--- src/logic/mtc_pkg.sv ---
// constants of the coded serial transmitter: map, fields, reset values, timing
package mtc_pkg;
   // ************************************************************
   // register addresses on the 16-bit memory port
   // ************************************************************
   localparam logic [15:0] ADDR_STATUS = 16'hFF47;
   localparam logic [15:0] ADDR_TXBUF = 16'hFF4A;
   localparam logic [15:0] ADDR_BITCNT = 16'hFF4B;
   localparam logic [15:0] ADDR_MODE = 16'hFF4C;
   localparam logic [15:0] ADDR_BASECLK = 16'hFF4D;
   localparam logic [15:0] ADDR_BAUD = 16'hFF4E;
   // ************************************************************
   // field positions and write masks
   // ************************************************************
   localparam int BIT_ENABLE = 7;
   localparam int BIT_FIRST = 4;
   localparam int BIT_FORMAT = 1;
   localparam int BIT_IDLE = 0;
   localparam int BIT_BUSY = 7;
   localparam logic [7:0] MASK_MODE = 8'h93;
   localparam logic [7:0] MASK_BASECLK = 8'h07;
   localparam logic [7:0] MASK_BAUD = 8'h1F;
   localparam logic [7:0] MASK_BITCNT = 8'h07;
   // ************************************************************
   // reset values
   // ************************************************************
   localparam logic [7:0] RST_MODE = 8'h10;
   localparam logic [7:0] RST_BASECLK = 8'h00;
   localparam logic [7:0] RST_BAUD = 8'h1F;
   localparam logic [7:0] RST_BITCNT = 8'h07;
   localparam logic [7:0] RST_STATUS = 8'h00;
   localparam logic [7:0] RST_TXBUF = 8'hFF;
   // ************************************************************
   // divider limits
   // ************************************************************
   localparam logic [4:0] K_MIN = 5'h04;
   localparam logic [2:0] CKS_MAX = 3'h5;
endpackage : mtc_pkg

--- src/logic/mtc_tx.sv ---
// coded serial transmitter: registers, prescaler, baud divider, shifter, status
`timescale 1ns/1ps
// Behaviour
// [RULE_01] baud divisor codes 0..4 give period 4, higher codes their own value
// [RULE_02] baud counter output divided by two gives bit rate base/(2k)
// [RULE_03] software clears enable before changing the baud divisor
// [RULE_04] status is read-only, writes ignored, only top bit nonzero
// [RULE_05] status reads zero after reset and while enable is clear
// [RULE_06] busy flag high while sending, low when done with nothing queued
// [RULE_07] busy flag stays high without gap in continuous transmission
// [RULE_08] software waits for busy low before restarting a transmission
// [RULE_09] stop mode sends nothing and hands the pin back to the port
// [RULE_10] mode bit 7 is the unit enable
// [RULE_11] mode bit 4 picks first bit: 0 msb, 1 lsb
// [RULE_12] mode bit 1 picks format: 0 manchester, 1 plain bits
// [RULE_13] mode bit 0 sets the idle line level
// [RULE_14] software clears enable before changing mode bits, except in one write
// [RULE_15] base clock select divides by 1..32; codes 6 and 7 prohibited
// [RULE_16] reset values: mode 10h, base 00h, baud 1Fh, status 00h
// [RULE_17] writing the buffer while enabled starts a transmission
// [RULE_18] bit count field sends count plus one bits, resets to eight
// [RULE_19] each manchester bit is two half periods with a mid-bit edge
module mtc_tx #(
   parameter int FIFO_DEPTH = 8
) (
   input wire logic sys_clk, // peripheral clock, 50 MHz
   input wire logic rstn, // asynchronous reset, active low
   input wire logic [15:0] addr, // register address
   input wire logic wr_en, // write strobe
   input wire logic rd_en, // read strobe
   input wire logic [7:0] wdata, // write data
   output logic [7:0] rdata, // read data, one cycle after rd_en
   output logic tx_buf_ready, // buffer can take a byte
   output logic coded_out_pin, // serial output level
   output logic coded_out_en, // pin owned by this unit
   output logic tx_start_irq // pulse when a byte enters the shifter
);
   typedef enum logic {MTC_IDLE, MTC_SHIFT} mtc_state_e;

   mtc_state_e state, next_state;
   logic [7:0] mode_control, base_clock_select, baud_divisor, tx_bit_count, tx_buffer;
   logic [7:0] next_mode, next_base, next_baud, next_bitcnt, next_txbuf, next_rdata;
   logic [4:0] pre_cnt, next_pre_cnt, pre_lim, baud_cnt, next_baud_cnt, k_val;
   logic [7:0] shreg, next_shreg;
   logic [3:0] bits_left, next_bits_left;
   logic half, next_half, next_out, next_irq;
   logic unit_enable, first_bit_select, format_select, idle_level;
   logic base_tick, half_tick, last_half, cur_bit, tx_in_progress, load;
   logic fifo_wr, fifo_valid;
   logic [10:0] fifo_data;
   logic [7:0] pop_byte;
   logic [2:0] pop_cnt;

   initial begin
      if (FIFO_DEPTH < 2) begin
         $error("buffer depth must be at least 2");
      end
   end

   // ************************************************************
   // register file
   // ************************************************************

   assign unit_enable = mode_control[mtc_pkg::BIT_ENABLE]; // RULE_10
   assign first_bit_select = mode_control[mtc_pkg::BIT_FIRST];
   assign format_select = mode_control[mtc_pkg::BIT_FORMAT];
   assign idle_level = mode_control[mtc_pkg::BIT_IDLE];

   // register writes and read mux; status address takes no write
   always_comb begin
      next_mode = mode_control;
      next_base = base_clock_select;
      next_baud = baud_divisor;
      next_bitcnt = tx_bit_count;
      next_txbuf = tx_buffer;
      next_rdata = rdata;
      fifo_wr = 1'b0;
      if (wr_en) begin
         if (addr == mtc_pkg::ADDR_MODE) begin
            next_mode = wdata & mtc_pkg::MASK_MODE; // RULE_14
         end else if (addr == mtc_pkg::ADDR_BASECLK) begin
            next_base = wdata & mtc_pkg::MASK_BASECLK;
         end else if (addr == mtc_pkg::ADDR_BAUD) begin
            next_baud = wdata & mtc_pkg::MASK_BAUD; // RULE_03
         end else if (addr == mtc_pkg::ADDR_BITCNT) begin
            next_bitcnt = wdata & mtc_pkg::MASK_BITCNT;
         end else if (addr == mtc_pkg::ADDR_TXBUF) begin
            next_txbuf = wdata;
            fifo_wr = unit_enable; // RULE_17
         end
      end
      if (rd_en) begin
         if (addr == mtc_pkg::ADDR_MODE) begin
            next_rdata = mode_control;
         end else if (addr == mtc_pkg::ADDR_BASECLK) begin
            next_rdata = base_clock_select;
         end else if (addr == mtc_pkg::ADDR_BAUD) begin
            next_rdata = baud_divisor;
         end else if (addr == mtc_pkg::ADDR_BITCNT) begin
            next_rdata = tx_bit_count;
         end else if (addr == mtc_pkg::ADDR_TXBUF) begin
            next_rdata = tx_buffer;
         end else if (addr == mtc_pkg::ADDR_STATUS) begin
            next_rdata = {tx_in_progress && unit_enable, 7'h00}; // RULE_04 RULE_05
         end else begin
            next_rdata = 8'h00;
         end
      end
   end

   // register file flops
   always_ff @(posedge sys_clk or negedge rstn) begin
      if (!rstn) begin
         mode_control <= mtc_pkg::RST_MODE; // RULE_16
         base_clock_select <= mtc_pkg::RST_BASECLK;
         baud_divisor <= mtc_pkg::RST_BAUD;
         tx_bit_count <= mtc_pkg::RST_BITCNT; // RULE_18
         tx_buffer <= mtc_pkg::RST_TXBUF;
         rdata <= mtc_pkg::RST_STATUS;
      end else begin
         mode_control <= next_mode;
         base_clock_select <= next_base;
         baud_divisor <= next_baud;
         tx_bit_count <= next_bitcnt;
         tx_buffer <= next_txbuf;
         rdata <= next_rdata;
      end
   end

   // ************************************************************
   // transmit buffer: byte and its bit count travel together
   // ************************************************************
   mtc_fifo #(
      .WIDTH(11),
      .DEPTH(FIFO_DEPTH)
   ) u_fifo (
      .sys_clk(sys_clk),
      .rstn(rstn),
      .flush(!unit_enable),
      .in_valid(fifo_wr),
      .in_ready(tx_buf_ready),
      .in_data({tx_bit_count[2:0], wdata}),
      .out_valid(fifo_valid),
      .out_ready(load),
      .out_data(fifo_data)
   );
   assign pop_byte = fifo_data[7:0];
   assign pop_cnt = fifo_data[10:8];

   // ************************************************************
   // prescaler and baud divider
   // ************************************************************

   // base clock tick every 2^code cycles, none for prohibited codes
   always_comb begin
      pre_lim = 5'((6'h01 << base_clock_select[2:0]) - 6'h01); // RULE_15
      base_tick = (state == MTC_SHIFT) && (pre_cnt == pre_lim)
         && (base_clock_select[2:0] <= mtc_pkg::CKS_MAX);
      k_val = (baud_divisor[4:0] < mtc_pkg::K_MIN) ? mtc_pkg::K_MIN : baud_divisor[4:0]; // RULE_01
      half_tick = base_tick && (baud_cnt == k_val - 5'h01);
      next_pre_cnt = (state != MTC_SHIFT || base_tick) ? 5'h00 : pre_cnt + 5'h01;
      next_baud_cnt = baud_cnt;
      if (state != MTC_SHIFT || half_tick) begin
         next_baud_cnt = 5'h00;
      end else if (base_tick) begin
         next_baud_cnt = baud_cnt + 5'h01;
      end
   end

   // ************************************************************
   // shifter and output
   // ************************************************************

   // bit under transmission and end of the last half period
   always_comb begin
      cur_bit = first_bit_select ? shreg[0] : shreg[7]; // RULE_11
      last_half = (state == MTC_SHIFT) && half_tick && half && (bits_left == 4'h1);
      load = unit_enable && fifo_valid && (state == MTC_IDLE || last_half); // RULE_07
      tx_in_progress = (state == MTC_SHIFT) || fifo_valid; // RULE_06
   end

   // two half periods per bit; next byte loads in the same cycle the last ends
   always_comb begin
      next_state = state;
      next_shreg = shreg;
      next_bits_left = bits_left;
      next_half = half;
      next_irq = 1'b0;
      if (!unit_enable) begin
         next_state = MTC_IDLE; // RULE_09
         next_half = 1'b0;
         next_bits_left = 4'h0;
      end else if (load) begin
         next_state = MTC_SHIFT;
         next_half = 1'b0;
         next_bits_left = {1'b0, pop_cnt} + 4'h1; // RULE_18
         next_shreg = first_bit_select ? pop_byte : (pop_byte << (3'h7 - pop_cnt));
         next_irq = 1'b1;
      end else if (last_half) begin
         next_state = MTC_IDLE;
         next_half = 1'b0;
         next_bits_left = 4'h0;
      end else if (state == MTC_SHIFT && half_tick) begin
         next_half = !half; // RULE_02
         if (half) begin
            next_bits_left = bits_left - 4'h1;
            next_shreg = first_bit_select ? (shreg >> 1) : (shreg << 1);
         end
      end
   end

   // line level: idle level, plain bit, or inverted then true half
   always_comb begin
      if (state != MTC_SHIFT) begin
         next_out = idle_level; // RULE_13
      end else if (format_select) begin
         next_out = cur_bit; // RULE_12
      end else begin
         next_out = half ? cur_bit : !cur_bit; // RULE_19
      end
   end

   // shifter and pin flops
   always_ff @(posedge sys_clk or negedge rstn) begin
      if (!rstn) begin
         state <= MTC_IDLE;
         pre_cnt <= 5'h00;
         baud_cnt <= 5'h00;
         shreg <= 8'h00;
         bits_left <= 4'h0;
         half <= 1'b0;
         coded_out_pin <= 1'b0;
         coded_out_en <= 1'b0;
         tx_start_irq <= 1'b0;
      end else begin
         state <= next_state;
         pre_cnt <= next_pre_cnt;
         baud_cnt <= next_baud_cnt;
         shreg <= next_shreg;
         bits_left <= next_bits_left;
         half <= next_half;
         coded_out_pin <= next_out;
         coded_out_en <= unit_enable; // RULE_09
         tx_start_irq <= next_irq;
      end
   end
endmodule : mtc_tx

--- src/logic/mtc_fifo.sv ---
// small first-in first-out buffer with valid and ready on both sides
`timescale 1ns/1ps
module mtc_fifo #(
   parameter int WIDTH = 8,
   parameter int DEPTH = 8
) (
   input wire logic sys_clk, // system clock
   input wire logic rstn, // asynchronous reset, active low
   input wire logic flush, // drop all entries
   input wire logic in_valid, // write request
   output logic in_ready, // room for a word
   input wire logic [WIDTH-1:0] in_data, // word written
   output logic out_valid, // word available
   input wire logic out_ready, // word taken
   output logic [WIDTH-1:0] out_data // oldest word
);
   localparam int AW = $clog2(DEPTH);
   logic [WIDTH-1:0] mem [DEPTH];
   logic [AW-1:0] wr_ptr, rd_ptr, next_wr_ptr, next_rd_ptr;
   logic [AW:0] count, next_count;
   logic push, pop;

   // ************************************************************
   // structure check
   // ************************************************************
   initial begin
      if (DEPTH < 2 || (DEPTH & (DEPTH - 1)) != 0 || WIDTH < 1) begin
         $error("fifo depth must be a power of two of at least 2");
      end
   end

   // pointer and fill arithmetic
   always_comb begin
      in_ready = (count != (AW+1)'(DEPTH));
      out_valid = (count != '0);
      out_data = mem[rd_ptr];
      push = in_valid && in_ready && !flush;
      pop = out_valid && out_ready && !flush;
      next_wr_ptr = flush ? '0 : wr_ptr + AW'(push);
      next_rd_ptr = flush ? '0 : rd_ptr + AW'(pop);
      next_count = flush ? '0 : count + (AW+1)'(push) - (AW+1)'(pop);
   end

   // pointer registers
   always_ff @(posedge sys_clk or negedge rstn) begin
      if (!rstn) begin
         wr_ptr <= '0;
         rd_ptr <= '0;
         count <= '0;
      end else begin
         wr_ptr <= next_wr_ptr;
         rd_ptr <= next_rd_ptr;
         count <= next_count;
      end
   end

   // storage, written without reset
   always_ff @(posedge sys_clk) begin
      if (push) begin
         mem[wr_ptr] <= in_data;
      end
   end
endmodule : mtc_fifo

--- config.mk ---
export PLATFORM = sky130hd
export DESIGN_NAME = mtc_tx
export DESIGN_NICKNAME = d
export VERILOG_FILES = /design/src/logic/mtc_pkg.sv /design/src/logic/mtc_tx.sv /design/src/logic/mtc_fifo.sv
export SDC_FILE = /design/constraint.sdc
export NUM_CORES = 1
export LEC_CHECK = 0
export BUFFER_PORTS_ARGS = -buffer_cell sky130_fd_sc_hd__buf_2
export CORE_UTILIZATION = 45
export CTS_CLUSTER_SIZE = 30
export DETAILED_ROUTE_END_ITERATION = 12
export GPL_TIMING_DRIVEN = 1
export PLACE_DENSITY_LB_ADDON = 0.12
export RECOVER_POWER = 50
export SLEW_MARGIN = 20
export SYNTH_ARGS = -nofsm -noshare
export SYNTH_HDL_FRONTEND = slang
export SYNTH_SLANG_ARGS = --single-unit
--- constraint.sdc ---
create_clock -name sys_clk -period 10.8 [get_ports sys_clk]
set_input_delay 3.24 -clock sys_clk [delete_from_list [all_inputs] [get_ports sys_clk]]
set_output_delay 3.24 -clock sys_clk [all_outputs]
set_load 0.01 [all_outputs]
==> run summary <==
Status = finished, violations left
Failing checks = capacitance limit, slew limit
DR WL/cell = 19.6 microns
Worst R2R Setup Slack = 5.73 ns
Hold buffer count at CTS = 0
Root Driver = clkbuf_16
Die area = 0.0170 sq mm
Yosys reg bits = 156
Worst skew pair latency = 0.42 ns
Netlist cell types = 68
Remaining DRCs = 0
DP HPWL = 11,000 microns
CP max stage delay = 2.59 ns
Synth top cells by count = 88 x edfxtp_1, 51 x dfrtp_1, 51 x nor2_1
Max transition margin = -1.48
Clock power share = 0.490
Max Slew Vio Count = 93
Routed WL = 16,000 microns
Cells taking the most area after synthesis = edfxtp_1 36%, dfrtp_1 17%, mux4_2 6.7%
Chip height = 130 microns
Register area share after synthesis = 0.588
Sequential share of power = 0.492
Mean Syn Cell Area = 13.5 sq um
Final min period = 6.30 ns
Ports = 40
Mapped Cells = 551
Worst flop-to-flop path startpoint = base_clock_select[1]$_DFFE_PN0P_
Clock transition at path regs = 0.06 ns
Min-delay worst type = register to register
Share of cells above drive strength 1 = 0.240
Tcrit/Tclk final = 0.583
Initial antenna violation count = 0
Max rail drop VDD = 0.104 mV
Total number of vias = 4,640
Most common cell in the netlist = edfxtp_1
Tightest Pin Transition = 3.72 ns
RSZ-0062 raised after global routing = no
Initial Util = 0.464
Critical path data required time = 10.47 ns
Synth area leader = edfxtp_1
Startpoint types = input port
Post-synth EDFFs = 88
Drt pass-1 iters = 5
Share of total power in combinational logic = 0.018
CTS resizes = 0
Post CTS Setup Buffer Count = 0
Fin Setup TNS = 0 ns
Detail Route Antenna Nets = 0
Total core area = 0.0160 sq mm
Hold endpoint = rdata[0]$_DFFE_PN0P_
Die width = 130 microns
Largest net degree at the start of global routing = 69
Top delay family on crit path = buffers and inverters
Clk buf depth = 2
Via/cell ratio = 5.66
Setup crit end kind = async pin
Grt total ovfl = 0
Async SR Flop Fraction = 0.436
CTS tree = done
Syn Std Cell Area = 0.00743 sq mm
Area grow syn2layout = 13.1%
Worst path slowest cell = clkbuf_1
Global-route wire length before repair = 25,100 microns
Yosys top cell area share = 0.356
IO Port Bufs = 39
Final Hold Viols = 0
Pwr Density = 153 mW/mm^2
Int Pwr = 1.03 mW
Main flop type after synthesis = edfxtp_1
Vias in the first global route = 4,552
Clock skew = 0.0120 ns
Max FO, Critical Path = 68
H-tree depth = 4
Switching pwr = 0.256 mW
Num CTS Buffers = 17
Pleak = 3.19 nW
Switching share of total power = 0.199
Num rows = 46
Crit-path cells = buf_2, clkbuf_1
Reg-to-Reg End = u_fifo.count[3]$_DFF_PN0_
Fin util = 0.525
GRT Overall Usage = 0.204
Worst hold path stage count = 2
Post-Syn Nets = 595
Worst Reg-to-Reg Cells = 13
MaxCap Viol Count = 2
F_max = 0.159 GHz
Nets = 635
Fillers = 1,428
DRT iter0 DRCs = 242
Diodes inserted = 0
Power Total = 1.28 mW
Setup Viol. Count Final = 0
Crit Path Class = input port to async pin
Clk sinks = 156
Crit path buffers/inverters = 2
Routability Congestion = 0.811
Crit path arrival time = 5.97 ns
Yosys warning count = 0
Hold Startpoint = rdata[0]$_DFFE_PN0P_
[how the worst max path moves through the flow]
stage	start	end	slack (ns)	cells after the start
after floorplan	addr[5]	u_fifo.mem[1][0]$_DFFE_PP_	4.58	7
after global placement	addr[5]	u_fifo.mem[5][3]$_DFFE_PP_	4.31	8
after detailed placement	addr[5]	u_fifo.mem[5][3]$_DFFE_PP_	4.19	8
after CTS	addr[5]	u_fifo.mem[5][0]$_DFFE_PP_	4.64	8
after global routing	rstn	pre_cnt[4]$_DFF_PN0_	3.86	2
final	rstn	rdata[0]$_DFFE_PN0P_	4.50	2
[power by group through the flow]
stage	logic [mW]	clock network (mW)	registers, mW
after floorplan	0.00421	0	0.644
after global placement	0.0242	0	0.643
after detailed placement	0.0246	0	0.643
after CTS	0.0247	0.636	0.632
after global routing	0.0262	0.660	0.631
final	0.0232	0.628	0.632
[cell families (layout without fill, tap and decap cells)]
group / count (synthesis) / in the layout / share of synthesized area
mux: 73 / 73 / 0.142
buf+inv: 41 / 94 / 0.0243
compound gates: 79 / 79 / 0.0729
xor+xnor: 22 / 22 / 0.0270
simple gates: 164 / 164 / 0.118
fa+ha+maj: 16 / 16 / 0.0280
flops: 156 / 156 / 0.588
[flip-flops by register name, summed over array words and instances (netlist names)]
name               count
u_fifo.mem            88
rdata                  8
shreg                  8
tx_buffer              8
baud_cnt               5
baud_divisor           5
pre_cnt                5
bits_left              4
mode_control           4
u_fifo.count           4
base_clock_select      3
tx_bit_count           3
u_fifo.rd_ptr          3
u_fifo.wr_ptr          3
coded_out_en           1
coded_out_pin          1
half                   1
state                  1
tx_start_irq           1
[metrics by stage]
stage / hold slack (ns) / instance area, sq um / setup WS [ns] / std cells
global route: 0.557 / 8400 / 3.86 / 820
finish: 0.525 / 8400 / 4.50 / 820
floorplan: 0.412 / 7430 / 4.58 / 551
global placement: 0.515 / 7820 / 4.31 / 788
detailed placement: 0.510 / 7820 / 4.19 / 788
CTS: 0.535 / 8450 / 4.64 / 820
[cell type report]
cell class | count | area [sq um] | area share
clock inverters | 12 | 186 | 0.0222
well taps | 216 | 270 | 0.0322
clock buffers | 20 | 437 | 0.0520
flip-flops and latches | 156 | 4370 | 0.519
repair buffers | 44 | 219 | 0.0261
multi-input cells | 354 | 2860 | 0.340
inverters | 18 | 67.6 | 0.00804
[cells in the final DEF (no fill, tap or decap), drive strengths merged, types with 7 or more instances in the layout]
| master | netlist | routed |
|---|---|---|
| clkbuf | 11 | 29 |
| nand2 | 37 | 37 |
| dfstp | 17 | 17 |
| edfxtp | 88 | 88 |
| mux2 | 31 | 31 |
| ha | 15 | 15 |
| xnor2 | 14 | 14 |
| a22oi | 8 | 8 |
| xor2 | 8 | 8 |
| nand4 | 7 | 7 |
| nor2 | 51 | 51 |
| nor3 | 14 | 14 |
| a21oi | 25 | 25 |
| o21ai | 12 | 12 |
| inv | 16 | 21 |
| mux2i | 20 | 20 |
| nand2b | 9 | 9 |
| buf | 12 | 35 |
| mux4 | 22 | 22 |
| dfrtp | 51 | 51 |
[routing by layer]
metal	wire (microns)	track usage	vias to the layer above
met1	7580	0.291	2365
met3	635	0.0346	21
met4	250	0.0730	0
li1	-	-	2141
met2	7580	0.317	113
met5	0	0	-
Note: power is estimated with default switching activity, not from simulation.
